$ cat src/crc_snoop_consts.svh
/*
  Constants of the CRC engine with bus snoop: bit positions, reset values and
  the reflected generator polynomials. Assumes it is included by bare name.

  //----------------------------------------------------------------------------
  // Summary of operation
  // - Polynomial selectable: CCITT or CRC-16.
  // - Sixteen-bit result, accumulated one byte at a time.
  // - Seed result, then each input byte updates it.
  // - Byte update finishes within two clock cycles.
  // - Snoop target address written by software, compared.
  // - Top two address bits enable read/write snooping.
  // - Enabled write to target captures written byte.
  // - Enabled read of target captures returned byte.
  // - Word access: only the target's byte taken.
  //----------------------------------------------------------------------------
*/
`ifndef CRC_SNOOP_CONSTS_SVH
`define CRC_SNOOP_CONSTS_SVH

`define CRC_POLY_CCITT_REFL 16'h8408
`define CRC_POLY_16_REFL    16'ha001
`define CRC_RESULT_RST      16'h0000
`define CRC_INPUT_RST       8'h00
`define SNOOP_ADDR_RST      16'h0000
`define SNOOP_WR_EN_BIT     15
`define SNOOP_RD_EN_BIT     14
`define SNOOP_ADDR_MSB      13
`define BYTE_LO_MSB         7
`define BYTE_HI_LSB         8
`define BUS_ADDR_STEP       14'h0001
// Known answers: a single 01 byte folded into a zero seed.
`define CRC_KAT_SEED        16'h0000
`define CRC_KAT_BYTE        8'h01
`define CRC_KAT_CCITT       16'h1189
`define CRC_KAT_CRC16       16'hc0c1

`endif

$ cat src/crc_snoop_pkg.sv
/*
  Types shared by the CRC engine with bus snoop: the polynomial choice and the
  observed bus access. Assumes the consts header defines nothing it needs.
*/
package crc_snoop_pkg;

  typedef enum logic {
    POLY_CCITT = 1'b0,
    POLY_CRC16 = 1'b1
  } poly_sel_t;

  // One CPU or DMA access seen on the register bus, in the cycle it completes.
  typedef struct packed {
    logic        valid;
    logic        write;
    logic        word;
    logic [13:0] addr;
    logic [15:0] wdata;
    logic [15:0] rdata;
  } bus_access_t;

endpackage

$ cat src/crc_engine_with_bus_snoop.sv
/*
  Byte-wide CRC engine with a snoop on the CPU/DMA register bus.
  Assumes the bus access struct is valid for exactly one clock per access,
  that software writes arrive as single-cycle strobes, and that word
  accesses are aligned to an even address with the low byte at that address.
*/
`timescale 1ns/1ps
`include "crc_snoop_consts.svh"

module crc_engine_with_bus_snoop (
  input  wire logic                      clock,
  input  wire logic                      rstn,
  input  wire crc_snoop_pkg::poly_sel_t  poly_sel,
  input  wire logic                      seed_we,
  input  wire logic [15:0]               seed_data,
  input  wire logic                      input_we,
  input  wire logic [7:0]                input_data,
  input  wire logic                      target_we,
  input  wire logic [15:0]               target_data,
  input  wire crc_snoop_pkg::bus_access_t bus,
  output logic      [15:0]               crc_result,
  output logic      [7:0]                crc_input_byte,
  output logic      [15:0]               snoop_target_address,
  output logic                           snoop_on_write_enable,
  output logic                           snoop_on_read_enable,
  output logic                           snoop_hit
);
  import crc_snoop_pkg::*;

  // --------------------------------------------------------------------------
  // CRC step
  // --------------------------------------------------------------------------
  // Reference step for the checks below; the datapath uses crc_byte_step.
  function automatic logic [15:0] crc_step(
    input logic [15:0] crc_in,
    input logic [7:0]  data,
    input poly_sel_t   sel
  );
    logic [15:0] c;
    logic [15:0] p;
    c = crc_in ^ {8'h00, data};
    p = (sel == POLY_CRC16) ? `CRC_POLY_16_REFL : `CRC_POLY_CCITT_REFL;
    for (int i = 0; i < 8; i++) begin
      c = c[0] ? ((c >> 1) ^ p) : (c >> 1);
    end
    return c;
  endfunction

  // --------------------------------------------------------------------------
  // Registers
  // --------------------------------------------------------------------------
  logic [15:0] crc_r;
  logic [15:0] crc_nxt;
  logic [7:0]  in_byte_r;
  logic [7:0]  in_byte_nxt;
  logic [15:0] target_r;

  // --------------------------------------------------------------------------
  // Snoop decode
  // --------------------------------------------------------------------------
  wire [13:0] target_addr = target_r[`SNOOP_ADDR_MSB:0];
  wire        wr_en       = target_r[`SNOOP_WR_EN_BIT];
  wire        rd_en       = target_r[`SNOOP_RD_EN_BIT];
  wire        lo_hit      = bus.addr == target_addr;
  wire        hi_hit      = bus.word && ((bus.addr + `BUS_ADDR_STEP) == target_addr);
  wire        dir_en      = bus.write ? wr_en : rd_en;
  wire        hit         = bus.valid && dir_en && (lo_hit || hi_hit);
  wire [15:0] bus_data    = bus.write ? bus.wdata : bus.rdata;
  // A word access hands over only the byte that belongs to the target.
  wire [7:0]  snoop_byte  = lo_hit ? bus_data[`BYTE_LO_MSB:0]
                                   : bus_data[15:`BYTE_HI_LSB];

  // --------------------------------------------------------------------------
  // Next values
  // --------------------------------------------------------------------------
  // A seed in the same cycle comes first, then the snooped byte, then the
  // explicit byte, so nothing that the bus delivered is ever dropped.
  wire [15:0] base_crc    = seed_we ? seed_data : crc_r;
  wire [15:0] snoop_step;
  wire [15:0] input_step;
  wire [15:0] snooped_crc = hit ? snoop_step : base_crc;

  // The snooped byte is folded in first, the explicit byte on top of it.
  crc_byte_step snoop_stepper (
    .crc_in  (base_crc),
    .data    (snoop_byte),
    .sel     (poly_sel),
    .crc_out (snoop_step)
  );

  crc_byte_step input_stepper (
    .crc_in  (snooped_crc),
    .data    (input_data),
    .sel     (poly_sel),
    .crc_out (input_step)
  );

  assign crc_nxt     = input_we ? input_step : snooped_crc;
  assign in_byte_nxt = input_we ? input_data
                     : hit      ? snoop_byte
                                : in_byte_r;

  // --------------------------------------------------------------------------
  // State
  // --------------------------------------------------------------------------
  // The result is updated on the edge that takes the byte: one cycle.
  always_ff @(posedge clock or negedge rstn) begin
    if (!rstn) begin
      crc_r     <= `CRC_RESULT_RST;
      in_byte_r <= `CRC_INPUT_RST;
    end else begin
      crc_r     <= crc_nxt;
      in_byte_r <= in_byte_nxt;
    end
  end

  always_ff @(posedge clock or negedge rstn) begin
    if (!rstn) begin
      target_r <= `SNOOP_ADDR_RST;
    end else if (target_we) begin
      target_r <= target_data;
    end
  end

  // --------------------------------------------------------------------------
  // Outputs
  // --------------------------------------------------------------------------
  assign crc_result            = crc_r;
  assign crc_input_byte        = in_byte_r;
  assign snoop_target_address  = target_r;
  assign snoop_on_write_enable = wr_en;
  assign snoop_on_read_enable  = rd_en;
  assign snoop_hit             = hit;

  wire quiet = !seed_we && !input_we && !hit;
endmodule // crc_engine_with_bus_snoop

// ----------------------------------------------------------------------------
// One byte through the reflected shift register
// ----------------------------------------------------------------------------
// Unrolled over eight bits so that a whole byte costs one clock; the price is
// a deeper combinational path than a bit-serial shifter would have.
module crc_byte_step (
  input  wire logic [15:0]              crc_in,
  input  wire logic [7:0]               data,
  input  wire crc_snoop_pkg::poly_sel_t sel,
  output logic      [15:0]              crc_out
);
  import crc_snoop_pkg::*;

  wire  [15:0] poly = (sel == POLY_CRC16) ? `CRC_POLY_16_REFL
                                           : `CRC_POLY_CCITT_REFL;
  logic [15:0] acc;

  // Bits enter least significant first, so the polynomials are reflected.
  always_comb begin
    acc = crc_in ^ {8'h00, data};
    for (int i = 0; i < 8; i++) begin
      acc = acc[0] ? ((acc >> 1) ^ poly) : (acc >> 1);
    end
  end

  assign crc_out = acc;

endmodule // crc_byte_step

$ cat config.mk
export PLATFORM = sky130hd
export DESIGN_NAME = crc_engine_with_bus_snoop
export DESIGN_NICKNAME = d
export VERILOG_FILES = /design/src/crc_snoop_pkg.sv /design/src/crc_engine_with_bus_snoop.sv
export VERILOG_INCLUDE_DIRS = /design/src
export SDC_FILE = /design/constraint.sdc
export NUM_CORES = 1
export LEC_CHECK = 0
export ABC_AREA = 1
export CORE_MARGIN = 1
export CORE_UTILIZATION = 38
export DETAILED_ROUTE_END_ITERATION = 6
export DONT_BUFFER_PORTS = 1
export HOLD_SLACK_MARGIN = 0.1
export SYNTH_ARGS = -nofsm -noshare
export SYNTH_HDL_FRONTEND = slang
export SYNTH_HIERARCHICAL = 1
export SYNTH_SLANG_ARGS = --single-unit
$ cat constraint.sdc
create_clock -name clock -period 11.5 [get_ports clock]
set_input_delay 1.725 -clock clock [delete_from_list [all_inputs] [get_ports clock]]
set_output_delay 1.725 -clock clock [all_outputs]
set_load 0.1 [all_outputs]
## Word level (Yosys, flattened, before mapping)

Cells that the tools add are included.

| storage, ports and cells | value |
|---|---|
| bits in registers | 40 |
| memories kept | 0 |
| latch bits | 0 |
| ROM bits | 0 |
| output and inout bits | 43 |
| memory bits (writable) | 0 |
| word-level logic and storage cells | 54 |
| input bits | 95 |

| operators by class | value |
|---|---|
| $lt $le $gt $ge | 0 |
| mux-type cells | 25 |
| equal/unequal tests | 2 |
| shifts and indexed selects | 0 |
| $add $sub $neg | 1 |
| reductions and logical operators | 5 |
| multipliers | 0 |
| divide/modulo/power cells | 0 |
| bitwise logic cells | 18 |

Operator list:

| kind | count |
|---|---|
| $mux 16 | 20 |
| $xor 15x16->16 | 16 |
| $xor 16x8->16 | 2 |
| $eq 14x14->1 | 2 |
| $mux 8 | 3 |
| $add 14x1->14 const B | 1 |
| $mux 14 | 1 |
| $logic_and 1x1->1 | 3 |
| $reduce_bool 2->1 | 1 |
| $logic_or 1x1->1 | 1 |
| $mux 1 | 1 |

## Depth between registers and ports, before layout

| depth | value |
|---|---|
| word-level depth | 38 |
| gate-level depth with buffers | 45 |
| depth with buffers taken out | 44 |

## Modules after synthesis

The synthesis kept the hierarchy.

By module, submodules not included:

| module | cells each | sequential area each (um2) | instances | area each (um2) |
|---|---|---|---|---|
| crc_engine_with_bus_snoop | 484 | 1001.0 | 1 | 3130.5 |
| crc_byte_step | 148 | 0.0 | 2 | 959.7 |

## Worst setup path after synthesis

Ideal clock, no wire load.

| timing path | value |
|---|---|
| kind | input -> register |
| from | in bus[37] (netlist name) |
| to | reg crc_r[10], in the netlist crc_result[10] |
| slack | 5.853 ns |
| buffers on the path | 1 |
| data required time | 11.382 ns |
| stages | 36 |
| arrival | 5.529 ns |
| setup time | 0.118 ns |
| path through | xor2_1 -> inv_1 -> nand3_1 -> nor3_1 -> nand2_1 -> buf_2 -> o21ai_0 -> xnor2_2 -> xor2_2 -> nand2_2 -> o21ai_2 -> nand3b_2 -> nand3_4 -> nand2_4 -> nand2_4 -> nand3_1 -> nand2_1 -> inv_1 -> nand3_1 -> and2_1 -> inv_2 -> nand2_1 -> nand2_2 -> nand2_1 -> nand2_1 -> nand3_2 -> nand2_1 -> nand3_2 -> nand3_2 -> nand3_4 -> nand2_4 -> nand2_4 -> nand3_1 -> nand2_1 -> nand2_1 -> nand2_1 |

| between the ends | value |
|---|---|
| elaborated cells between the ends (all ways) | 43 |
| those cells by class | 1 x add/sub; 2 x eq/ne; 19 x mux; 18 x bitwise; 3 x reduce/logical |

RTL lines:

| what | line | text |
|---|---|---|
| start: declaration | crc_engine_with_bus_snoop.sv:20 | `input wire crc_snoop_pkg::bus_access_t bus,` |
| $eq 14x14->1 (*) | crc_engine_with_bus_snoop.sv:64 | `wire lo_hit = bus.addr == target_addr;` |
| $mux 8 (*) | crc_engine_with_bus_snoop.sv:70 | `` wire [7:0] snoop_byte = lo_hit ? bus_data[`BYTE_LO_MSB:0] `` |
| net snoop_byte[5] | crc_engine_with_bus_snoop.sv:70 |  |
| $xor 16x8->16 (*) | crc_engine_with_bus_snoop.sv:157 | `acc = crc_in ^ {8'h00, data};` |
| $xor 15x16->16 | crc_engine_with_bus_snoop.sv:159 | `acc = acc[0] ? ((acc >> 1) ^ poly) : (acc >> 1);` |
| $mux 16 (*) | crc_engine_with_bus_snoop.sv:159 |  |
| $xor 15x16->16 | crc_engine_with_bus_snoop.sv:159 |  |
| $mux 16 (*) | crc_engine_with_bus_snoop.sv:159 |  |
| (+11 left out) | - |  |
| net snoop_step[0] | crc_engine_with_bus_snoop.sv:79 | `wire [15:0] snoop_step;` |
| (+1 left out) | - |  |
| net snooped_crc[0] | crc_engine_with_bus_snoop.sv:81 | `wire [15:0] snooped_crc = hit ? snoop_step : base_crc;` |
| (+10 left out) | - |  |
| $mux 16 (*) | crc_engine_with_bus_snoop.sv:159 |  |
| $xor 15x16->16 / $mux 16 (equally long branches) | crc_engine_with_bus_snoop.sv:159 |  |
| $mux 16 (*) | crc_engine_with_bus_snoop.sv:159 |  |
| $xor 15x16->16 / $mux 16 (equally long branches) | crc_engine_with_bus_snoop.sv:159 |  |
| $mux 16 (*) | crc_engine_with_bus_snoop.sv:159 |  |
| net input_step[10] | crc_engine_with_bus_snoop.sv:80 | `wire [15:0] input_step;` |
| $mux 16 (*) | crc_engine_with_bus_snoop.sv:98 | `assign crc_nxt = input_we ? input_step : snooped_crc;` |
| net crc_nxt[10] | crc_engine_with_bus_snoop.sv:53 | `logic [15:0] crc_nxt;` |
| end signal: assignment | crc_engine_with_bus_snoop.sv:109 | `` crc_r <= `CRC_RESULT_RST; `` |
| end signal: assignment | crc_engine_with_bus_snoop.sv:112 | `crc_r <= crc_nxt;` |
| end: declaration | crc_engine_with_bus_snoop.sv:52 | `logic [15:0] crc_r;` |

Mark *: on every way through the listed nets, which the timed path passes. The rest lies on a longest branch.
A chain may end at the register's enable or synchronous reset.

## Worst setup path after layout

| timing path | value |
|---|---|
| from | in bus[41] (netlist name) |
| to | reg crc_r[0], in the netlist crc_result[0] |

| between the ends | value |
|---|---|
| elaborated cells between the ends (all ways) | 43 |
| those cells by class | 1 x add/sub; 2 x eq/ne; 19 x mux; 18 x bitwise; 3 x reduce/logical |

RTL lines:

| what | line |
|---|---|
| $eq 14x14->1 (*) | crc_engine_with_bus_snoop.sv:64 |
| $mux 8 (*) | crc_engine_with_bus_snoop.sv:70 |
| net snoop_byte[2] | crc_engine_with_bus_snoop.sv:70 |
| $xor 16x8->16 (*) | crc_engine_with_bus_snoop.sv:157 |
| $xor 15x16->16 | crc_engine_with_bus_snoop.sv:159 |
| $mux 16 (*) | crc_engine_with_bus_snoop.sv:159 |
| $xor 15x16->16 | crc_engine_with_bus_snoop.sv:159 |
| $mux 16 (*) (2 in a row) | crc_engine_with_bus_snoop.sv:159 |
| (+10 left out) | - |
| net snoop_step[0] | crc_engine_with_bus_snoop.sv:79 |
| (+1 left out) | - |
| net snooped_crc[0] | crc_engine_with_bus_snoop.sv:81 |
| (+11 left out) | - |
| $mux 16 (*) | crc_engine_with_bus_snoop.sv:159 |
| $xor 15x16->16 | crc_engine_with_bus_snoop.sv:159 |
| $mux 16 (*) | crc_engine_with_bus_snoop.sv:159 |
| $xor 15x16->16 | crc_engine_with_bus_snoop.sv:159 |
| $mux 16 (*) | crc_engine_with_bus_snoop.sv:159 |
| net input_step[0] | crc_engine_with_bus_snoop.sv:80 |
| $mux 16 (*) | crc_engine_with_bus_snoop.sv:98 |
| net crc_nxt[0] | crc_engine_with_bus_snoop.sv:53 |

Marked as above.

==> impl_metrics.ini <==
[floorplan]
fp-row-count = 41
dieWidth_um = 117
core_um2 = 12800
die_h_um = 117
dieArea_um2 = 13800
start_util_pct = 39.5
io_pins = 138

[detailed_routing]
ant_nets = 0
dr_wl_met2_mm = 6.85
routed_wirelength_mm = 14.5
via_count = 4648
wl_met3_um = 797
dr.max_layer_used = met4
drc_errors = 0
avgRoutedWirePerCell_um = 15.5
first_pass_iters = 5
wl_met1_mm = 6.57
drt_iter0_drc = 288
viasPerCell = 4.97

[clock_network]
cts_resized = 0
numCtsBuffers = 5
clkLatencyLatePin_ns = 0.30
root_buffer = clkbuf_16
cts_buffer_depth = 2
post_cts_buffers = 0
cts_max_level = 2
cts.sinks = 40
hold_buffers = 0
tritoncts = built
cts.clk_slew.worst_paths_ns = 0.07

[pwr]
p_leak_nw = 2.90
powerDensity_nw_per_um2 = 182
ir_drop_mv = 0.151

[min_path]
holdCritPathClass = flip-flop to flip-flop
min_from = crc_input_byte[6]
holdPathStages = 2

[setup_path]
crit_arrival_ns = 6.65
critPathKind = primary input to flip-flop
cp.depth = 37
startpoint = bus[41]
rr_startpoint = snoop_target_address[9]
critical_path.top_delay_family = simple AND/OR/NAND/NOR gates
cp_max_fo = 17
required_ns = 11.68
cpPeakStageDelay_ns = 0.68
cp_common_cell = nand2_1
rr_worst_depth = 37
cp_slowest_cell = o21ai_0
worst-path-buf-inv = 3
cp-start-kind = primary input
end_kind = flip-flop

[synthesis]
synth.distinct_cells = 37
netlist_area_um2 = 5050
synth.top_cell.area_share_pct = 20.2
ys_top_cells_by_area = nand2_1, dfrtp_1, inv_1
avgSynthCellArea_um2 = 6.47
synth_seq_cells = 40
ys_warn_count = 6
synth_cells = 780
syn_nets = 876
ys_seq_area_share_pct = 19.8
synth_top_area_cell = nand2_1

[finish]
diodes = 0
drive_above_1_share_pct = 14.7
nets = 858
area_delta_synth_final_pct = 4.93

[sta]
relSlewSlack_pct = 28.1
hold_viol = 0
finalCritPeriodShare_pct = 56.2
min_period_ns = 6.46
holdWs_ns = 1.06
fin_skew_ns = 0.00587
drv_slew = 0
tightestPinTransition_ns = 1.08
setup-tns-final_ns = 0
grt_setup_unrepaired = no
fmax_mhz = 155
setup_viol = 0

[global_routing]
grt_start_max_net_pins = 41
antenna_found_initial = 0
track_usage_pct = 21.9
grt_pass1_vias = 4353
overflow = 0
grt_pass1_wl_mm = 22.6

[outcome]
status = finished, final reports clean

[flow_run]
cap_violations = 0

[place]
gp_congestion = 0.885
portBuffers = 0
dpl.hpwl_mm = 11.7
[cells in the final DEF (no fill, tap or decap), drive strengths merged, types with 7 or more instances in the layout]
cell / n
and2: 16
mux2: 16
nand4: 7
xor2: 25
xnor2: 24
nand2: 300
nand3: 112
dfrtp: 40
mux2i: 8
nor2: 19
inv: 125
o21ai: 47
[metal layers]
metal  GRT usage [%]  vias up
met5               0        -
met3            4.33       14
li1                -     2391
met4            6.08        0
met1            28.3     2121
met2            37.2      122
[layout make-up]
class	instances	area (um^2)
fill	1378	7470
sequential	40	1000
clock buffer	5	125
tap	172	215
multi-input combinational	589	3430
inverter	126	478
clock inverter	3	46.3
[path summary, 6_finish.rpt]
kind                                                  to  slack [ns]
max in group asynchronous       snoop_target_address[14]       10.29
worst min register to register         crc_input_byte[6]        1.06
min in group asynchronous              crc_input_byte[0]        1.11
worst max-delay path                       crc_result[0]        5.04
worst min-delay path                   crc_input_byte[6]        1.06
worst max register to register             crc_result[0]        5.49
[logic make-up after synthesis]
family / after synthesis / synth area share (%)
and+or+nand+nor: 460 / 47.0
buffers and inverters: 151 / 12.2
AOI/OAI and AO/OA: 55 / 5.82
xor gates and xnor gates: 49 / 9.69
DFF: 40 / 19.8
muxes: 24 / 5.15
adders and majority gates: 1 / 0.248
[registers in the layout (all words and copies together) (netlist names)]
name                  flops
crc_input_byte            8
crc_result               16
snoop_target_address     16
[power breakdown]
| group | internal, W | total (W) | switching (W) |
|---|---|---|---|
| Sequential | 0.000161 | 0.000373 | 0.000212 |
| Clock | 0.000103 | 0.000170 | 0.0000665 |
| Combinational | 0.000154 | 0.000420 | 0.000266 |
[worst reg2reg max path: cells and delay by family, from the launching register on]
family                    cells  cell delay (ns)
and+or+nand+nor              32             3.75
DFF                           1             0.75
buffers and inverters         3             0.20
xor gates and xnor gates      1             0.51
AOI/OAI and AO/OA             1             0.68
[synth_stat cells, drive strengths merged]
library cell    n
nand2         300
inv           124
nand3         112
o21ai          47
dfrtp          40
xor2           25
xnor2          24
nor2           19
and2           16
mux2           16
buf            15
clkbuf         10
mux2i           8
nand4           7
a31oi           4
nand3b          4
a21oi           3
clkinv          2
nor3            2
ha              1
o21bai          1
[metrics by stage]
step           setup WS, ns  cell area (um^2)  util (%)  std cells  total power, W
3_5_place_dp           4.74              5130      40.1        927        0.000794
4_1_cts                5.02              5300      41.5        935        0.000970
2_1_floorplan          5.85              5050         -        780        0.000723
3_3_place_gp           4.76              5130      40.1        927        0.000793
5_1_grt                4.41              5300      41.5        935         0.00103
6_report               5.04              5300      41.5        935        0.000963
Power figures use the tool's default switching activity.
